**config.mk**
```make
export PLATFORM = sky130hd
export DESIGN_NAME = adc_converter_flat
export DESIGN_NICKNAME = d
export VERILOG_FILES = /design/src/adc_link_pkg.sv /design/src/adc_link_if.sv /design/src/adc_converter.sv /design/src/flat_wrapper.sv
export VERILOG_INCLUDE_DIRS = /design/src
export SDC_FILE = /design/constraint.sdc
export NUM_CORES = 1
export LEC_CHECK = 0
export ABC_AREA = 0
export BUFFER_PORTS_ARGS = -buffer_cell sky130_fd_sc_hd__buf_2
export CAP_MARGIN = 20
export CORE_ASPECT_RATIO = 1.1
export CORE_UTILIZATION = 55
export DETAILED_ROUTE_END_ITERATION = 12
export GPL_TIMING_DRIVEN = 0
export PLACE_DENSITY = 0.76
export SYNTH_ARGS = -nofsm -noshare
export SYNTH_HDL_FRONTEND = slang
export SYNTH_SLANG_ARGS = --single-unit
```
**constraint.sdc**
```tcl
create_clock -name core_clk_in -period 3.9 [get_ports core_clk_in]
set_clock_uncertainty 0.15 [all_clocks]
set_input_delay 0.195 -clock core_clk_in [delete_from_list [all_inputs] [get_ports core_clk_in]]
set_output_delay 0.195 -clock core_clk_in [all_outputs]
set_load 0.01 [all_outputs]
```
**src/adc_link_defines.svh**
```systemverilog
// Timing counts and code points shared by both ends of the converter link.
// Assumes a 200 MHz core clock; included by the package, both design ends and the testbench.
`ifndef ADC_LINK_DEFINES_SVH
`define ADC_LINK_DEFINES_SVH

`define CLK_PERIOD_PS        5000
`define MIN_RATE_SPS         1000000
`define WAKE_CYCLES          7
`define OE_SETTLE_CYCLES     5
`define DUTY_FIX_LO_PCT      30
`define DUTY_FIX_HI_PCT      70
`define DUTY_RAW_LO_PCT      48
`define DUTY_RAW_HI_PCT      52
`define CODE_TOP             10'h3ff
`define CODE_HALF_UP         10'h300
`define CODE_MID             10'h200
`define CODE_HALF_DOWN       10'h100
`define CODE_BOTTOM          10'h000
`define CODE_LSB_RANGE       10'h000

`endif

```
**src/adc_link_pkg.sv**
```systemverilog
// Types shared by both ends of the converter link.
// Assumes adc_link_defines.svh is on the include path.
`include "adc_link_defines.svh"

package adc_link_pkg;
    localparam int CHANNELS = 8;
    localparam int CODE_W   = 10;
    typedef logic [CODE_W-1:0] code_type;
    typedef enum logic {
        raw_clock,
        fixed_clock
    } duty_mode_type;
endpackage

```
**src/adc_link_if.sv**
```systemverilog
// Pin bundle between the converter end and the capture end.
// The testbench resolves the shared data bus from the enable.
`timescale 1ns/1ps

interface adc_link_if
    import adc_link_pkg::*;
    ();
    logic                                    duty_fix_select;
    logic                                    output_enable_n;
    logic [CHANNELS-1:0]                     channel_sleep_n;
    logic [CHANNELS-1:0][CODE_W-1:0]         data_out;
    logic                                    data_oe;
    logic [CHANNELS-1:0][CODE_W-1:0]         data_in;

    modport converter (
        input  duty_fix_select,
        input  output_enable_n,
        input  channel_sleep_n,
        output data_out,
        output data_oe
    );
    modport capture (
        output duty_fix_select,
        output output_enable_n,
        output channel_sleep_n,
        input  data_in
    );
endinterface // adc_link_if

```
**src/adc_converter.sv**
```systemverilog
// Converter end: digital pipeline and output stage of the eight channels.
// Pins arrive from the capture end; samples come in as positive/negative
// input words standing in for the analog front end.
`timescale 1ns/1ps
`include "adc_link_defines.svh"

// Function
// Low select bypasses duty conditioning
// High select enables duty conditioning
// Pipeline uses both clock edges
// Clock must stay above minimum rate
// Offset binary, top bit is bit nine
// Full scale and zero code points
// Half scale code points
// Enable low drives all buses
// Enable high floats all buses together
// Enable input always driven defined
// Per channel sleep input, low powers down
// Power down invalidates the pipeline
// Valid data after seven wake cycles
// Do not multiplex via sleep inputs
// Clock valid during power up
// All channels sampled together each cycle
module adc_converter
    import adc_link_pkg::*;
#(
    parameter int WAKE = `WAKE_CYCLES
) (
    input  wire logic                            core_clk_in,
    input  wire logic                            rst_n_in,
    adc_link_if.converter                        link,
    input  wire logic [CHANNELS-1:0][CODE_W-1:0] positive_input_in,
    input  wire logic [CHANNELS-1:0][CODE_W-1:0] negative_input_in,
    output logic                                 duty_fixed_out,
    output logic [CHANNELS-1:0]                  channel_valid_out
);
    // Elaboration checks: wake count is 8 bits, code points are 10 bits
    if (WAKE < 1 || WAKE > 255) begin : g_bad_wake
        $error("WAKE out of range");
    end
    if (CODE_W != 10) begin : g_bad_width
        $error("Code points need a 10-bit code");
    end
    if (CHANNELS < 1) begin : g_bad_chan
        $error("At least one channel needed");
    end

    // Pin inputs pass two flops first
    // Costs two cycles on every control pin, buys metastability margin
    logic                sel_s1, sel_s2, next_sel_s1, next_sel_s2;
    always_comb begin
        next_sel_s1 = link.duty_fix_select;
        next_sel_s2 = sel_s1;
    end
    always_ff @(posedge core_clk_in) begin
        if (!rst_n_in) begin
            sel_s1 <= 1'b0;
            sel_s2 <= 1'b0;
        end else begin
            sel_s1 <= next_sel_s1;
            sel_s2 <= next_sel_s2;
        end
    end

    logic                oe_n_s1, oe_n_s2, next_oe_n_s1, next_oe_n_s2;
    always_comb begin
        next_oe_n_s1 = link.output_enable_n;
        next_oe_n_s2 = oe_n_s1;
    end
    always_ff @(posedge core_clk_in) begin
        if (!rst_n_in) begin
            // Float the bus until a defined enable level arrives
            oe_n_s1 <= 1'b1;
            oe_n_s2 <= 1'b1;
        end else begin
            oe_n_s1 <= next_oe_n_s1;
            oe_n_s2 <= next_oe_n_s2;
        end
    end

    logic [CHANNELS-1:0] slp_s1, slp_s2, next_slp_s1, next_slp_s2;
    always_comb begin
        next_slp_s1 = link.channel_sleep_n;
        next_slp_s2 = slp_s1;
    end
    always_ff @(posedge core_clk_in) begin
        if (!rst_n_in) begin
            slp_s1 <= '0;
            slp_s2 <= '0;
        end else begin
            slp_s1 <= next_slp_s1;
            slp_s2 <= next_slp_s2;
        end
    end

    // duty mode flag
    duty_mode_type mode, next_mode;
    always_comb begin
        next_mode = sel_s2 ? fixed_clock : raw_clock;
    end
    always_ff @(posedge core_clk_in) begin
        if (!rst_n_in) begin
            mode <= raw_clock;
        end else begin
            mode <= next_mode;
        end
    end

    // half-cycle stage on falling edge; a real pipeline splits work
    // across both phases, so the conversion is registered on negedge first
    logic [CHANNELS-1:0][CODE_W-1:0] half_stage;
    logic [CHANNELS-1:0][CODE_W-1:0] next_half_stage;
    logic [CHANNELS-1:0][CODE_W-1:0] code_stage, next_code_stage;
    logic [CHANNELS-1:0][7:0]        wake_cnt, next_wake_cnt;
    logic [CHANNELS-1:0]             valid, next_valid;
    logic [CHANNELS-1:0][CODE_W-1:0] bus, next_bus;
    logic                            oe, next_oe;

    genvar g;
    generate
        for (g = 0; g < CHANNELS; g++) begin : g_chan
            logic [CODE_W:0] diff;
            // offset binary: mid plus half the difference
            always_comb begin
                diff = {1'b0, positive_input_in[g]}
                     - {1'b0, negative_input_in[g]};
                next_half_stage[g] = diff[CODE_W:1] + `CODE_MID;
                if (!diff[CODE_W] && positive_input_in[g] == `CODE_TOP
                        && negative_input_in[g] == `CODE_BOTTOM) begin
                    next_half_stage[g] = `CODE_TOP;
                end else if (diff[CODE_W] && negative_input_in[g]
                        == `CODE_TOP && positive_input_in[g]
                        == `CODE_BOTTOM) begin
                    next_half_stage[g] = `CODE_BOTTOM;
                end
            end

            // Count stops at WAKE so a long wake never wraps
            // wake count, cleared on sleep
            always_comb begin
                next_wake_cnt[g] = wake_cnt[g];
                next_valid[g]    = valid[g];
                if (!slp_s2[g]) begin
                    next_wake_cnt[g] = '0;
                    next_valid[g]    = 1'b0;
                end else if (wake_cnt[g] < WAKE[7:0]) begin
                    next_wake_cnt[g] = wake_cnt[g] + 8'h01;
                    next_valid[g]    = (wake_cnt[g] + 8'h01) >= WAKE[7:0];
                end
            end

            // sleeping channel holds no stale code
            always_comb begin
                next_code_stage[g] = slp_s2[g] ? half_stage[g] : '0;
                next_bus[g]        = code_stage[g];
            end
        end
    endgenerate

    always_ff @(negedge core_clk_in) begin
        if (!rst_n_in) begin
            half_stage <= '0;
        end else begin
            half_stage <= next_half_stage;
        end
    end

    // shared enable for all buses
    always_comb begin
        next_oe = !oe_n_s2;
    end

    // wake count and valid flag
    always_ff @(posedge core_clk_in) begin
        if (!rst_n_in) begin
            wake_cnt <= '0;
            valid    <= '0;
        end else begin
            wake_cnt <= next_wake_cnt;
            valid    <= next_valid;
        end
    end

    // all channels registered on one edge
    // A second stage keeps the pin straight off a flop at one cycle's cost
    always_ff @(posedge core_clk_in) begin
        if (!rst_n_in) begin
            code_stage <= '0;
            bus        <= '0;
        end else begin
            code_stage <= next_code_stage;
            bus        <= next_bus;
        end
    end

    // one enable flop for all buses
    always_ff @(posedge core_clk_in) begin
        if (!rst_n_in) begin
            oe <= 1'b0;
        end else begin
            oe <= next_oe;
        end
    end

    assign link.data_out     = bus;
    assign link.data_oe      = oe;
    assign duty_fixed_out    = (mode == fixed_clock);
    assign channel_valid_out = valid;
endmodule // adc_converter

```
**src/flat_wrapper.sv**
```systemverilog
// flat-port wrapper written by rule: the top's interface ports become plain ports
module adc_converter_flat import adc_link_pkg::*;
#(
    parameter int WAKE = `WAKE_CYCLES
)
  (core_clk_in, rst_n_in, positive_input_in, negative_input_in, duty_fixed_out, channel_valid_out, link_duty_fix_select, link_output_enable_n, link_channel_sleep_n, link_data_out, link_data_oe);
  adc_link_if link_i ();
  input  wire logic core_clk_in;
  input  wire logic rst_n_in;
  input  wire logic [CHANNELS-1:0][CODE_W-1:0] positive_input_in;
  input  wire logic [CHANNELS-1:0][CODE_W-1:0] negative_input_in;
  output logic duty_fixed_out;
  output logic [CHANNELS-1:0] channel_valid_out;
  input wire logic [$bits(link_i.duty_fix_select)-1:0] link_duty_fix_select;
  input wire logic [$bits(link_i.output_enable_n)-1:0] link_output_enable_n;
  input wire logic [$bits(link_i.channel_sleep_n)-1:0] link_channel_sleep_n;
  output wire logic [$bits(link_i.data_out)-1:0] link_data_out;
  output wire logic [$bits(link_i.data_oe)-1:0] link_data_oe;
  assign link_i.duty_fix_select = link_duty_fix_select;
  assign link_i.output_enable_n = link_output_enable_n;
  assign link_i.channel_sleep_n = link_channel_sleep_n;
  assign link_data_out = link_i.data_out;
  assign link_data_oe = link_i.data_oe;
  adc_converter #(.WAKE(WAKE)) u_core (.core_clk_in(core_clk_in), .rst_n_in(rst_n_in), .link(link_i), .positive_input_in(positive_input_in), .negative_input_in(negative_input_in), .duty_fixed_out(duty_fixed_out), .channel_valid_out(channel_valid_out));
endmodule
```
After elaboration in Yosys (flattened, before gate mapping)

Cells that the tools add are included.

Bits in registers: 334
Latch bits: 0
Memory bits (writable): 0
ROM bits: 0
Input bits: 172
Output and inout bits: 90
Word-level logic and storage cells: 186
Memories kept: 0

Add/sub/neg operators: 24
Multipliers: 0
Div/mod/pow operators: 0
Order comparisons: 16
Equal/unequal tests: 16
Shift operators: 0
Muxes and demuxes: 17
Bitwise operators: 0
Reduce and logical (&&, ||, !) cells: 65

Operators with widths:

| operator                                                          | number |
|---|---|
| equality test 10 bit, second input constant                       | 16 |
| zero test 10 bit                                                  | 16 |
| 2-to-1 mux 10 bit                                                 | 16 |
| subtractor 10 x 10 -> 11 bit                                      | 8 |
| adder 10 bit, second input constant                               | 8 |
| adder 8 x 1 -> 8 bit, second input constant                       | 8 |
| greater-or-equal comparator 8 x 3 -> 1 bit, second input constant | 8 |
| less-than comparator 8 x 3 -> 1 bit, second input constant        | 8 |
| logical AND 1 bit                                                 | 32 |
| AND reduction 2 bit                                               | 8 |
| zero test 1 bit                                                   | 9 |
| 2-to-1 mux 1 bit                                                  | 1 |

Longest topological paths before layout

Gate-level depths: netlist (run 1).

Word-level depth: 5
Gate-level depth with buffers: 10
Mapped depth without buffers: 9

==> results.tsv, run 1 <==
stage	metric	value	unit
power_and_ir_drop	Cell Pwr Density	448	nW/um2
setup_path	CP Depth	10	
grt	vias in the first global route	11500	
setup_path	origin of the critical flop-to-flop path	u_core.half_stage[71]	
clock_tree	CTS Root Cell	clkbuf_16	
die	die width	154	um
yosys	top-count cell post-synth	dfxtp_1	
min_path	Worst Hold Class	in2reg	
setup_path	crit path buf inv count	2	
route	DRT Wirelength	32800	um
sta	setup TNS	0	ns
status	status	completed	
die	FP Rows	60	
setup_path	Worst Reg-to-Reg Cells	1	
route	DR WL met2	15900	um
grt	global-route wire length before repair	52800	um
flow_run	Max Cap Violations	0	
yosys	multiplexer share of the synthesized area	0.143	%
yosys	adder-cell share of the synthesized area	8.99	%
grt	pin count of the biggest net entering global routing	18	
route	initial drt markers	610	
route	vias per std cell	5.37	
power_and_ir_drop	Peak VDD IR	0.291	mV
route	Routed Antenna Nets	0	
setup_path	critical path's slowest cell	a221o_1	
clock_tree	clk_lat worst skew	0.60	ns
clock_tree	clock sinks	334	
yosys	cell area after synthesis	14000	um2
setup_path	worst flop-to-flop path endpoint	u_core.code_stage[71]	
setup_path	CP startpoint kind	input port	
setup_path	Crit path required time	2.28	ns
placed_design	Final Wtd Congestion	0.902	
yosys	Post-synth top cells	dfxtp_1 (334), a21oi_1 (139), and3_1 (117), nor2_1 (102), and2_1 (100)	
yosys	mean post-synth cell area	9.32	um2
yosys	Post-synth top flop	dfxtp_1	
route	Via Count	12100	
die	Die Ht	170	um
route	DR pass1 iterations	6	
placed_design	# port buffers	260	
setup_path	cell breakdown of the critical path	buf_2, inv_1, ha_1, a21o_1, a31o_2, a221o_1, a2111oi_4, or3_1, a21boi_2, o21a_1	
setup_path	Max FO, Critical Path	4	
die	Initial Util	56.6	%
placed_design	Place WS	-0.945	ns
route	Met3 Wirelength	1910	um
yosys	biggest area consumer among synthesized cells	dfxtp_1	
sta	Max Slew Vio Count	0	
yosys	Yosys reg bits	334	
setup_path	Worst path top cell family by delay	compound AO/OA/AOI/OAI gates	
setup_path	critical path endpoint category	register	
setup_path	crit path DAT	2.20	ns
cells_and_area	number of nets in the layout	2173	
yosys	top post-synthesis cells by area	dfxtp_1 (48%), ha_1 (7.8%), and3_1 (5.2%)	
yosys	Synth cell types	58	
setup_path	Reg2Reg Setup Slack	1.16	ns
min_path	worst hold path startpoint	rst_n_in	
clock_tree	CTS tree	done	
yosys	Yosys top cell area share	47.7	%
route	mean routed wirelength per cell	14.6	um
grt	Total GRT Usage	24.5	%
yosys	post-synth net total	1774	
clock_tree	htree depth	1	
cells_and_area	share of cells above drive strength 1	20.8	%
placed_design	DP HPWL	24600	um
clock_tree	CTS Buf Count	31	
sta	final hold vios	0	
grt	antenna violations before repair	8	
die	area of the core	24800	um2
yosys	post-synthesis compound-gate area fraction	12.2	%
grt	Overflow after GRT	0	
sta	Slew @ Worst Pin	0.770	ns
setup_path	crit-path max cell delay	0.37	ns
setup_path	Worst setup startpoint	negative_input_in[62]	
yosys	largest family of logic cells by synthesized area	simple AND/OR/NAND/NOR gates	
yosys	area share of and/or/nand/nor cells after synthesis	23.4	%
die	Ports	262	
yosys	register area share after synthesis	47.7	%
sta	relative slew slack	47.4	%
die	die area	26200	um2
cells_and_area	synth-to-layout area growth	25.5	%
yosys	Post-synth EDFFs	0	
clock_tree	maximum clock path buffer count	3	
route	met1 wire length	13900	um
setup_path	Setup CP Type	in2reg	
sta	post-route setup slack	0.0747	ns
clock_tree	clock-pin slew on the worst setup and hold paths	0.06	ns
route	DRC violations left	0	
yosys	Ys Warns	0	
sta	Setup-failing EPs final	0	
route	Max Used Layer	met5	
yosys	post-synthesis xor/xnor area fraction	3.75	%
power_and_ir_drop	leak pwr	8.82	nW
yosys	Async SR Flop Fraction	0	%
setup_path	Worst Setup EP	u_core.half_stage[68]	
yosys	Gate Count Post-Synth	1506	
[tightest hold or removal path: cells and delay by family]
kind | cells | cell delay [ns]
buffers and inverters | 2 | 0.53
and+or+nand+nor | 1 | 0.07
[report_power, final]
group / internal [mW] / total [mW] / switching, mW / leakage, nW
logic: 0.478 / 1.04 / 0.565 / 5.18
registers: 3.55 / 3.59 / 0.0355 / 2.72
clock network: 1.78 / 3.25 / 1.47 / 0.923
total: 5.81 / 7.88 / 2.07 / 8.82
[logic make-up (layout without fill, tap and decap cells)]
group / Yosys count / count (layout)
muxes: 2 / 2
other: 0 / 6
adders and majority gates: 96 / 96
DFF: 334 / 334
xor gates and xnor gates: 60 / 60
buffers and inverters: 140 / 562
and+or+nand+nor: 604 / 605
AOI/OAI and AO/OA: 270 / 270
[cell type report]
class / count / area, um2
antenna: 6 / 15.0
clock buffer: 40 / 862
inverter: 94 / 353
sequential: 334 / 6690
multi-input combinational: 1033 / 7110
tap: 310 / 388
timing repair buffer: 287 / 1560
fill: 1949 / 7170
clock inverter: 97 / 447
buffer: 44 / 188
[state kept, by name, summed over array words and instances (netlist names)]
signal	cells
u_core.code_stage	80
u_core.half_stage	80
u_core.link.data_out	80
u_core.wake_cnt	64
u_core.channel_valid_out	8
u_core.next_slp_s2	8
u_core.slp_s2	8
u_core.duty_fixed_out	1
u_core.link.data_oe	1
u_core.next_oe_n_s2	1
u_core.next_sel_s2	1
u_core.oe_n_s2	1
u_core.sel_s2	1
[per-layer routing]
metal / up-vias / GRT usage (%)
met5: - / 0
met4: 4 / 9.30
met3: 87 / 4.14
met2: 373 / 44.1
met1: 5528 / 29.1
li1: 6071 / -
[how the worst min path moves through the flow]
stage,cells after the start,endpoint,slack [ns]
floorplan,1,u_core.next_oe_n_s2,0.15
global placement,1,u_core.link.data_oe,0.22
detailed placement,1,u_core.link.data_oe,0.23
CTS,3,u_core.next_oe_n_s2,0.11
global route,3,u_core.next_oe_n_s2,0.13
finish,3,u_core.next_oe_n_s2,0.12
[repair_timing]
action	in CTS	in global routing
pin swaps	12	14
hold buffers	10	0
resized for setup	6	15
endpoints found under the setup margin	62	64
buffers inserted	10	7
hold endpoints to repair	10	0
cloned	0	1
[placed cells by master, fill, tap and decap left out, drive strengths merged, types with 5 or more instances in the layout]
| master | n |
|---|---|
| nor4 | 35 |
| dlygate4sd3 | 10 |
| or4 | 21 |
| or2 | 5 |
| nand2b | 11 |
| diode | 6 |
| nand4 | 35 |
| dfxtp | 334 |
| and3 | 117 |
| and2 | 100 |
| inv | 177 |
| o22ai | 6 |
| nand3 | 27 |
| nor2 | 102 |
| buf | 279 |
| o21a | 18 |
| o21bai | 9 |
| nor4b | 5 |
| a21o | 28 |
| a211oi | 11 |
| nand2 | 99 |
| xor2 | 15 |
| a21oi | 140 |
| or3 | 11 |
| xnor2 | 45 |
| fa | 8 |
| nor3 | 27 |
| clkbuf | 81 |
| a2111oi | 9 |
| ha | 88 |
| o21ai | 24 |
| clkinv | 10 |
[through the flow]
stage / power (mW) / hold slack, ns / cell area, um2 / std cells / util (%)
finish: 7.88 / 0.123 / 17600 / 2245 / 71.1
global route: 8.29 / 0.131 / 17600 / 2242 / 71.0
CTS: 7.90 / 0.110 / 17400 / 2231 / 70.3
detailed placement: 4.76 / 0.233 / 15900 / 2076 / 64.2
global placement: 4.73 / 0.217 / 15900 / 2076 / 64.2
floorplan: 4.46 / 0.146 / 14200 / 1506 / -
Power figures use the tool's default switching activity.
==> inputs of run 2 (changes only) <==
--- a/config.mk
+++ b/config.mk
@@ -10,10 +10,10 @@
 export BUFFER_PORTS_ARGS = -buffer_cell sky130_fd_sc_hd__buf_2
 export CAP_MARGIN = 20
 export CORE_ASPECT_RATIO = 1.1
-export CORE_UTILIZATION = 55
+export CORE_UTILIZATION = 50
 export DETAILED_ROUTE_END_ITERATION = 12
 export GPL_TIMING_DRIVEN = 0
-export PLACE_DENSITY = 0.76
+export PLACE_DENSITY = 0.73
 export SYNTH_ARGS = -nofsm -noshare
 export SYNTH_HDL_FRONTEND = slang
 export SYNTH_SLANG_ARGS = --single-unit
==> constraint.sdc (replaced) <==
create_clock -name core_clk_in -period 3.41 [get_ports core_clk_in]
set_clock_uncertainty 0.15 [all_clocks]
set_input_delay 0.1705 -clock core_clk_in [delete_from_list [all_inputs] [get_ports core_clk_in]]
set_output_delay 0.1705 -clock core_clk_in [all_outputs]
set_load 0.01 [all_outputs]
==> results.tsv, run 2 (synthesized netlist as in run 1, its figures left out) <==
stage	metric	value	unit
sta	Max Slew Vio Count	0	
min_path	worst hold path startpoint	rst_n_in	
setup_path	critical path endpoint category	register	
grt	Total GRT Usage	23.4	%
route	mean routed wirelength per cell	15.1	um
sta	RSZ-0062 raised after global routing	yes	
setup_path	crit path DAT	2.20	ns
route	Via Count	12300	
route	vias per std cell	5.23	
sta	final hold vios	0	
cells_and_area	most common cell after layout, fill and taps aside	dfxtp_1	
clock_tree	clk_lat worst skew	0.61	ns
placed_design	Final Wtd Congestion	0.884	
die	Ports	262	
placed_design	Placed Area	16000	um2
route	DRC violations left	0	
placed_design	# port buffers	260	
placed_design	DP HPWL	25500	um
clock_tree	CTS Buf Count	31	
power_and_ir_drop	Cell Pwr Density	513	nW/um2
setup_path	Worst Reg-to-Reg Cells	1	
setup_path	Reg2Reg Setup Slack	0.91	ns
power_and_ir_drop	Peak VDD IR	0.366	mV
cells_and_area	synth-to-layout area growth	34.4	%
clock_tree	clock-pin slew on the worst setup and hold paths	0.07	ns
route	Routed Antenna Nets	0	
clock_tree	maximum clock path buffer count	3	
setup_path	CP startpoint kind	input port	
min_path	Worst Hold Depth	3	
placed_design	Cells after DPL	2123	
grt	antenna violations before repair	9	
cells_and_area	share of cells above drive strength 1	28.4	%
clock_tree	clock sinks	334	
flow_run	Max Cap Violations	0	
route	DR pass1 iterations	5	
setup_path	origin of the critical flop-to-flop path	u_core.half_stage[3]	
sta	post-route setup slack	-0.165	ns
grt	Overflow after GRT	0	
clock_tree	htree depth	1	
setup_path	Max FO, Critical Path	9	
setup_path	Crit path required time	2.03	ns
grt	vias in the first global route	11600	
die	area of the core	27300	um2
placed_design	Place WS	-1.16	ns
clock_tree	CTS Root Cell	clkbuf_16	
cells_and_area	number of nets in the layout	2226	
cells_and_area	fin area	18900	um2
die	Die Ht	178	um
route	initial drt markers	523	
die	Initial Util	51.4	%
power_and_ir_drop	leak pwr	9.23	nW
sta	setup TNS	-4.24	ns
setup_path	Setup CP Type	in2reg	
clock_tree	CTS tree	done	
sta	relative slew slack	46.3	%
cells_and_area	most frequent cells in the layout	dfxtp_1 (334), buf_2 (252), inv_1 (163), and3_1 (115), and2_1 (100)	
die	die area	28700	um2
status	status	complete, but fails checks	
setup_path	worst flop-to-flop path endpoint	u_core.code_stage[3]	
cells_and_area	Post-Route Utilization	69.2	%
min_path	WHS Endpoint	u_core.oe_n_s2	
cells_and_area	fill count	2139	
status	violated checks	setup timing	
grt	global-route wire length before repair	54800	um
min_path	Worst Hold Class	in2reg	
grt	pin count of the biggest net entering global routing	17	
sta	Slew @ Worst Pin	0.806	ns
die	die width	162	um
route	DRT Wirelength	35500	um
cells_and_area	post-route insts no fill	2346	
die	FP Rows	63	
sta	Setup-failing EPs final	36	
## run 2: cell count changes in the layout (fill, tap and decap cells not counted), moves of 8 or more
cell,previous run,this run
a21oi_1,124,93
a21oi_2,16,47
buf_2,260,252
buf_4,14,58
buf_6,3,17
ha_1,86,74
ha_4,2,10
nand2_1,98,69
nand2_2,1,21
nand2_4,0,9
## run 2: critical path, stage by stage
cell,delay [ns]
buf_6,0.09
nand2b_4,0.14
fa_2,0.33
a21o_1,0.20
a221oi_4,0.29
o21ai_2,0.10
a21oi_2,0.20
or2_1,0.13
clkbuf_2,0.27
inv_1,0.09
o21a_1,0.19
## run 2: per-layer routing
| metal | global-route usage (%) | part of all wire (%) |
|---|---|---|
| met1 | 27.9 | 42 |
| met2 | 42.3 | 50 |
| met3 | 4.72 | 5.7 |
| met4 | 7.11 | 2.6 |
| met5 | 0 | 0.062 |
## run 2: final cells by class
cell class              instances  area, um2  share of cell area [%]
multi-input cells            1032       7620                    40.4
clock buffers                  42        925                    4.90
inverters                      94        360                    1.91
diodes                          6       15.0                  0.0796
repair buffers                341       2080                    11.0
flip-flops and latches        334       6690                    35.5
plain buffers                  44        190                    1.01
well taps                     357        447                    2.37
clock inverters                96        531                    2.81
## run 2: what timing repair did
item                                    in CTS  in global routing
endpoints found under the setup margin      72                 74
setup buffers                               45                 22
pin swaps                                   45                 67
hold buffers                                10                  0
gates cloned                                 2                  2
resized for setup                           67                106
endpoints found under the hold margin       10                  0
## run 2: metrics by stage
stage	hold WS (ns)	power, mW
after floorplan	0.122	5.10
after global placement	0.217	5.42
after detailed placement	0.215	5.45
after CTS	0.0976	9.56
after global routing	0.128	10.1
final	0.100	9.68
## run 2: report_power, final
group / switching [mW] / internal, mW
Combinational: 0.748 / 0.689
Clock: 1.72 / 2.42
Sequential: 0.0418 / 4.07
Total: 2.51 / 7.17
## run 2: worst max-delay path by stage
| stage | start | to | slack, ns |
|---|---|---|---|
| after CTS | negative_input_in[62] | u_core.half_stage[68] | -0.20 |
| after detailed placement | positive_input_in[60] | u_core.half_stage[68] | -1.16 |
| after global placement | positive_input_in[60] | u_core.half_stage[68] | -1.12 |
| after floorplan | positive_input_in[60] | u_core.half_stage[68] | -0.57 |
| final | positive_input_in[60] | u_core.half_stage[68] | -0.17 |
| after global routing | positive_input_in[60] | u_core.half_stage[68] | -0.26 |
